File: src/hw/ipw1_consts.vh
// Behaviour
// - The sync serial event priority is a read/write 3-bit field at bits 10 to 8.
// - A priority code of 000 disables its source so it never takes part in arbitration.
// - Codes 001 to 111 rank the source at levels 1 to 7 numerically.
// - Bits 15, 11, 7 and 3 are unimplemented, ignore writes and read as zero.
// - Level 7 is the highest priority when pending sources are compared.
`ifndef IPW1_CONSTS_VH
`define IPW1_CONSTS_VH

// ----------------------------------------
// Register map
// ----------------------------------------
`define IPW1_ADDR_PRIO     12'h000
`define IPW1_ADDR_STATUS   12'h004
`define IPW1_ADDR_PENDING  12'h008

// ----------------------------------------
// Field layout
// ----------------------------------------
`define IPW1_SER_RX_LSB    12
`define IPW1_SS_EVT_LSB    8
`define IPW1_SS_ERR_LSB    4
`define IPW1_TMR3_LSB      0
`define IPW1_IMPL_MASK     16'h7777
`define IPW1_FIELD_RESET   3'h4
`define IPW1_PRIO_OFF      3'h0

`endif

File: src/hw/ipw1_top.v
// Our own choices: the APB register port and the register offsets.
`timescale 1ns/10ps
`default_nettype none
`include "ipw1_consts.vh"

module ipw1_top (
	input  wire        pclk,
	input  wire        presetn,
	input  wire        psel,
	input  wire        penable,
	input  wire        pwrite,
	input  wire [11:0] paddr,
	input  wire [31:0] pwdata,
	output reg  [31:0] prdata,
	output reg         pready,
	output reg         pslverr,
	input  wire [3:0]  src_pending,
	output reg  [2:0]  win_level_r,
	output reg  [1:0]  win_source_r,
	output reg         win_valid_r
);

	// ----------------------------------------
	// Bus decode
	// ----------------------------------------
	wire        setup_rd;
	wire        access_wr;
	wire        hit_prio;
	wire        hit_status;
	wire        hit_pending;

	// Read data loads in the setup cycle
	assign setup_rd    = psel & ~penable & ~pwrite;

	// Writes land in the access cycle
	assign access_wr   = psel & penable & pwrite;

	// Address matches
	assign hit_prio    = (paddr == `IPW1_ADDR_PRIO);
	assign hit_status  = (paddr == `IPW1_ADDR_STATUS);
	assign hit_pending = (paddr == `IPW1_ADDR_PENDING);

	// ----------------------------------------
	// Bus response
	// ----------------------------------------
	// No wait states, no error answer
	always @(posedge pclk or negedge presetn) begin
		if (!presetn) begin
			pready  <= 1'b0;
			pslverr <= 1'b0;
		end else begin
			pready  <= 1'b1;
			pslverr <= 1'b0;
		end
	end

	// ----------------------------------------
	// Priority fields
	// ----------------------------------------
	// Index 0 timer three, 1 sync error,
	// 2 sync event, 3 serial receive
	wire [15:0] word_view;
	wire [11:0] elig_flat;

	genvar g;

	generate
		for (g = 0; g < 4; g = g + 1) begin : g_field
			reg [2:0] code_r;

			always @(posedge pclk or negedge presetn) begin
				if (!presetn) begin
					code_r <= `IPW1_FIELD_RESET;
				end else if (access_wr && hit_prio) begin
					code_r <= pwdata[g*4 +: 3];
				end
			end

			assign word_view[g*4 +: 4] = {1'b0, code_r};

			assign elig_flat[g*3 +: 3] = src_pending[g] ? code_r : `IPW1_PRIO_OFF;
		end
	endgenerate

	// ----------------------------------------
	// Arbitration
	// ----------------------------------------
	reg [2:0] best_lvl;
	reg [1:0] best_src;
	reg       best_ok;
	integer   i;

	// Ties go to the lowest index
	always @* begin
		best_lvl = `IPW1_PRIO_OFF;
		best_src = 2'h0;
		best_ok  = 1'b0;
		for (i = 0; i < 4; i = i + 1) begin
			if (elig_flat[i*3 +: 3] != `IPW1_PRIO_OFF &&
				elig_flat[i*3 +: 3] > best_lvl) begin
				best_lvl = elig_flat[i*3 +: 3];
				best_src = i[1:0];
				best_ok  = 1'b1;
			end
		end
	end

	// ----------------------------------------
	// Winner registers
	// ----------------------------------------
	// One cycle behind pending and codes
	always @(posedge pclk or negedge presetn) begin
		if (!presetn) begin
			win_level_r  <= 3'h0;
			win_source_r <= 2'h0;
			win_valid_r  <= 1'b0;
		end else begin
			win_level_r  <= best_lvl;
			win_source_r <= best_src;
			win_valid_r  <= best_ok;
		end
	end

	// ----------------------------------------
	// Read data
	// ----------------------------------------
	// Holds until the next read setup
	always @(posedge pclk or negedge presetn) begin
		if (!presetn) begin
			prdata <= 32'h00000000;
		end else if (setup_rd) begin
			if (hit_prio) begin
				prdata <= {16'h0000, word_view & `IPW1_IMPL_MASK};
			end else if (hit_status) begin
				prdata <= {26'h0000000, best_ok, best_src, best_lvl};
			end else if (hit_pending) begin
				prdata <= {28'h0000000, src_pending};
			end else begin
				prdata <= 32'h00000000;
			end
		end
	end

endmodule // ipw1_top

`default_nettype wire

File: config.mk
export PLATFORM = sky130hd
export DESIGN_NAME = ipw1_top
export DESIGN_NICKNAME = d
export VERILOG_FILES = /design/src/hw/ipw1_top.v
export VERILOG_INCLUDE_DIRS = /design/src /design/src/hw
export SDC_FILE = /design/constraint.sdc
export NUM_CORES = 1
export LEC_CHECK = 0
export BUFFER_PORTS_ARGS = -buffer_cell sky130_fd_sc_hd__buf_2
export CORE_UTILIZATION = 50
export DETAILED_ROUTE_END_ITERATION = 10
export GPL_TIMING_DRIVEN = 0
export HOLD_SLACK_MARGIN = 0.02
export PLACE_DENSITY_LB_ADDON = 0.05
export SYNTH_ARGS = -nofsm -noshare
export SYNTH_HDL_FRONTEND = slang
export SYNTH_SLANG_ARGS = --single-unit
export TNS_END_PERCENT = 50
File: constraint.sdc
create_clock -name pclk -period 6.35 [get_ports pclk]
set_input_delay 1.27 -clock pclk [delete_from_list [all_inputs] [get_ports pclk]]
set_output_delay 1.27 -clock pclk [all_outputs]
set_load 0.05 [all_outputs]
==> reports/metrics.cfg <==
[power_and_ir_drop]
power_per_cell_area_nw_per_um2 = 185.0
power.ir.vdd_worst_v = 0.00009856
totalPowerFinal_uw = 447.4
leakage_uw = 0.001299

[job]
timing.max_cap.violations = 0

[sta]
rsz0062_at_grt = no
hold_viol_final = 0
slew_limit_headroom_pct = 53.43
fin_crit_sh_pct = 87.67
max_freq_mhz = 179.6
final_setup_violations = 0
fin_crit_ps = 5567
fin_tns_setup_ps = 0
worst_clock_skew_ps = 2.346
timing.final.max_slew_violations = 0
final.hold.worst_slack_ps = 481.9
worst_slew_pin_slew_ps = 698.6

[final_layout]
fraction_of_layout_cells_with_a_size_suffix_above_1_pct = 40.53
antenna_cells = 0
stdcell_count = 312
final_util_pct = 65.57
final_nets = 323
fillCellCount = 345
syn_to_final_growth_pct = 24.87

[critical_path]
worst-setup-path-type = in2reg
kind_of_cell_adding_the_most_delay_to_the_critical_path = compound AO/OA/AOI/OAI gates
timing.critical_path.from_type = input port
crit_fanout = 7
worstPathRequired_ps = 6520
cp_slowest_cell = sky130_fd_sc_hd__nor2b_1
critPathLaunch = src_pending[1]
cpPeakStageDelay_ps = 370
cell_by_cell_trace_of_the_critical_path = buf_2 -> inv_1 -> nor2_1 -> ha_1 -> and2b_1 -> a2bb2oi_2 -> o221ai_2 -> mux2_4 -> ha_1 -> nor2b_1 -> o2111a_1 -> o31ai_4 -> a21o_2 -> ha_1 -> nor2b_1 -> o21ai_1 -> a21oi_1 -> nor2b_1 -> o211ai_1 -> a32o_1
worst_ep_arrival_time_ps = 5740
cp-end-kind = register
worst_r2r_startpoint = g_field[1].code_r[1]
cp_num_buf_inv = 2

[floorplanning]
die_height_um = 64.24
initial_utilization_pct = 52.51
chipWidth_um = 64.24
die-area_um2 = 4127
rows = 22
num_io_pins = 93
core_um2 = 3689

[global_route]
globalRoute.totalOverflow = 0
grt_util_met3_pct = 6.607
grt_pass1_vias = 1555
grt_start_max_net_pins = 33
grt_pass1_wl_um = 6982
globalRouteMet1Util_pct = 27.68
initial_antenna_violation_count = 0
grt.busiest_layer = met2
globalRouteTotalUtil_pct = 22.22
groute.layer.met2.usage_pct = 36.58

[worst_hold_path]
launch_instance_of_the_worst_min_delay_path = prdata[5]
min_path_type = reg2reg

[yosys]
synth-edff-count = 0
synth-seq-area-share_pct = 41.60
synthArstFlopShare_pct = 100.0
synth.lib_cells_used.distinct = 55
yosys_most_used_dff = sky130_fd_sc_hd__dfrtp_1
mappedNetlistArea_um2 = 1937
syn_avg_cell_area_um2 = 10.47
synth_seq_cells = 32
yosys_warnings = 0
postSynthCellCount = 185

[clock_tree]
number_of_cts_inserted_buffers = 5
max-clock-path-buffers = 2
post-cts-setup-buffers = 0
ctsHoldBuffers = 0
h-tree-depth = 2
clkTransAtPathRegs_ps = 60
ctsRootBufferMaster = sky130_fd_sc_hd__clkbuf_8
source_to_sink_clock_delay_at_the_later_pin_of_the_worst_skew_pair_ps = 280
postCtsResizedCells = 0
cts_tree = built
cts.sinks = 32

[place]
hpwlAfterDp_um = 3244
dp_cells = 304
place_congestion = 0.8881
port_buffers = 52

[detailed_routing]
antenna_left = 0
vias = 1626
route.final.wire_length_um = 4216
remaining_drc_errors = 0
dr.first_iter.drc_count = 52
detail_route.wl_per_cell_um = 13.51
post_drt_via_cell_ratio = 5.212
first_pass_iteration_count_of_the_detailed_router = 4

[outcome]
outcome = completed

## cells in the mapped netlist (2+ instances only)
cell type                  instances  area [um^2]
sky130_fd_sc_hd__dfrtp_1          28        700.7
sky130_fd_sc_hd__buf_4            21        157.7
sky130_fd_sc_hd__nand2_1          20        75.07
sky130_fd_sc_hd__mux2_2           10        112.6
sky130_fd_sc_hd__a22o_1            8        70.07
sky130_fd_sc_hd__o21ai_0           8        40.04
sky130_fd_sc_hd__ha_1              7        87.58
sky130_fd_sc_hd__nor2_1            7        26.28
sky130_fd_sc_hd__inv_1             5        18.77
sky130_fd_sc_hd__and2_1            4        25.02
sky130_fd_sc_hd__dfstp_2           4        105.1
sky130_fd_sc_hd__nor2b_1           4        25.02
sky130_fd_sc_hd__a211o_1           3        26.28
sky130_fd_sc_hd__a211oi_1          3        22.52
sky130_fd_sc_hd__o211ai_1          3        22.52
sky130_fd_sc_hd__a21o_1            2        15.01
sky130_fd_sc_hd__a21oi_1           2        10.01
sky130_fd_sc_hd__a311oi_1          2        17.52
sky130_fd_sc_hd__and2b_1           2        15.01
sky130_fd_sc_hd__conb_1            2        7.510
sky130_fd_sc_hd__mux2_4            2        30.03
sky130_fd_sc_hd__nand3_1           2        10.01
sky130_fd_sc_hd__nand4b_1          2        17.52
sky130_fd_sc_hd__nor3_1            2        10.01
sky130_fd_sc_hd__nor4_1            2        12.51
## state kept, by name, indices dropped and copies added, names as in the netlist
signal,cells
win_source_r,2
g_field.code_r,12
prdata,13
pready,1
win_valid_r,1
win_level_r,3
## cells in the final DEF, fill, tap and decap left out, types with 3 or more instances in the layout
master                     netlist  routed
sky130_fd_sc_hd__a211o_1         3       3
sky130_fd_sc_hd__a211oi_1        3       3
sky130_fd_sc_hd__a22o_1          8       8
sky130_fd_sc_hd__and2_1          4       4
sky130_fd_sc_hd__buf_2           0      52
sky130_fd_sc_hd__buf_4          21      21
sky130_fd_sc_hd__clkbuf_1        1       3
sky130_fd_sc_hd__clkbuf_8        0       6
sky130_fd_sc_hd__conb_1          2      21
sky130_fd_sc_hd__dfrtp_1        28      28
sky130_fd_sc_hd__dfstp_2         4       4
sky130_fd_sc_hd__ha_1            7       7
sky130_fd_sc_hd__inv_1           5       5
sky130_fd_sc_hd__mux2_2         10      10
sky130_fd_sc_hd__nand2_1        20      20
sky130_fd_sc_hd__nor2_1          7       7
sky130_fd_sc_hd__nor2b_1         4       4
sky130_fd_sc_hd__o211ai_1        3       3
sky130_fd_sc_hd__o21ai_0         8       8
## final timing paths
kind                       slack (ps)         end  depth (start not counted)
hold / removal                    480   prdata[5]                          2
min in group asynchronous        1040  prdata[10]                          1
setup / recovery                  780   prdata[2]                         20
setup reg to reg                 1520   prdata[2]                         19
hold reg to reg                   480   prdata[5]                          2
max in group asynchronous        4870   prdata[6]                          1
## area by class of cell
type,count,area [um^2],share of cell area [%]
inverter,5,18.77,0.7760
buffer,23,165.2,6.829
clock buffer,8,90.09,3.725
timing repair buffer,52,260.3,10.76
tap,48,60.06,2.483
multi-input combinational,144,1018,42.11
sequential,32,805.8,33.32
## stage by stage
step                      instance area (um^2)  setup slack (ps)
final                                     2419             783.1
after floorplan                           2008              1214
after global routing                      2419             520.3
after global placement                    2328             621.6
after CTS                                 2419             827.3
after detailed placement                  2328             581.6
## where the power goes
part | switching [uW] | internal (uW) | total, uW
Clock | 70.4 | 88.3 | 159
Sequential | 0.494 | 206 | 206
Combinational | 56.3 | 25.9 | 82.2
## worst min-delay path, cell delays in order, from the launching register on
cell and delay, ps:
sky130_fd_sc_hd__dfrtp_1 340, sky130_fd_sc_hd__nand2_1 50, sky130_fd_sc_hd__o21ai_0 60
## cells by family after synthesis
| family | after synthesis | synth area share (%) |
|---|---|---|
| other | 2 | 0.3877 |
| buffers and inverters | 28 | 9.496 |
| AO/OA/AOI/OAI | 50 | 21.83 |
| adder cells (fa/ha/maj) | 7 | 4.522 |
| flip-flops | 32 | 41.60 |
| AND/OR/NAND/NOR | 53 | 14.28 |
| multiplexers | 13 | 7.881 |
## layer usage
layer | wire, um | vias to the layer above
met5 | 0 | -
met4 | 53 | 0
met3 | 247 | 7
met2 | 2037 | 60
met1 | 1877 | 761
li1 | - | 798
Note: power is estimated with default switching activity, not from simulation.
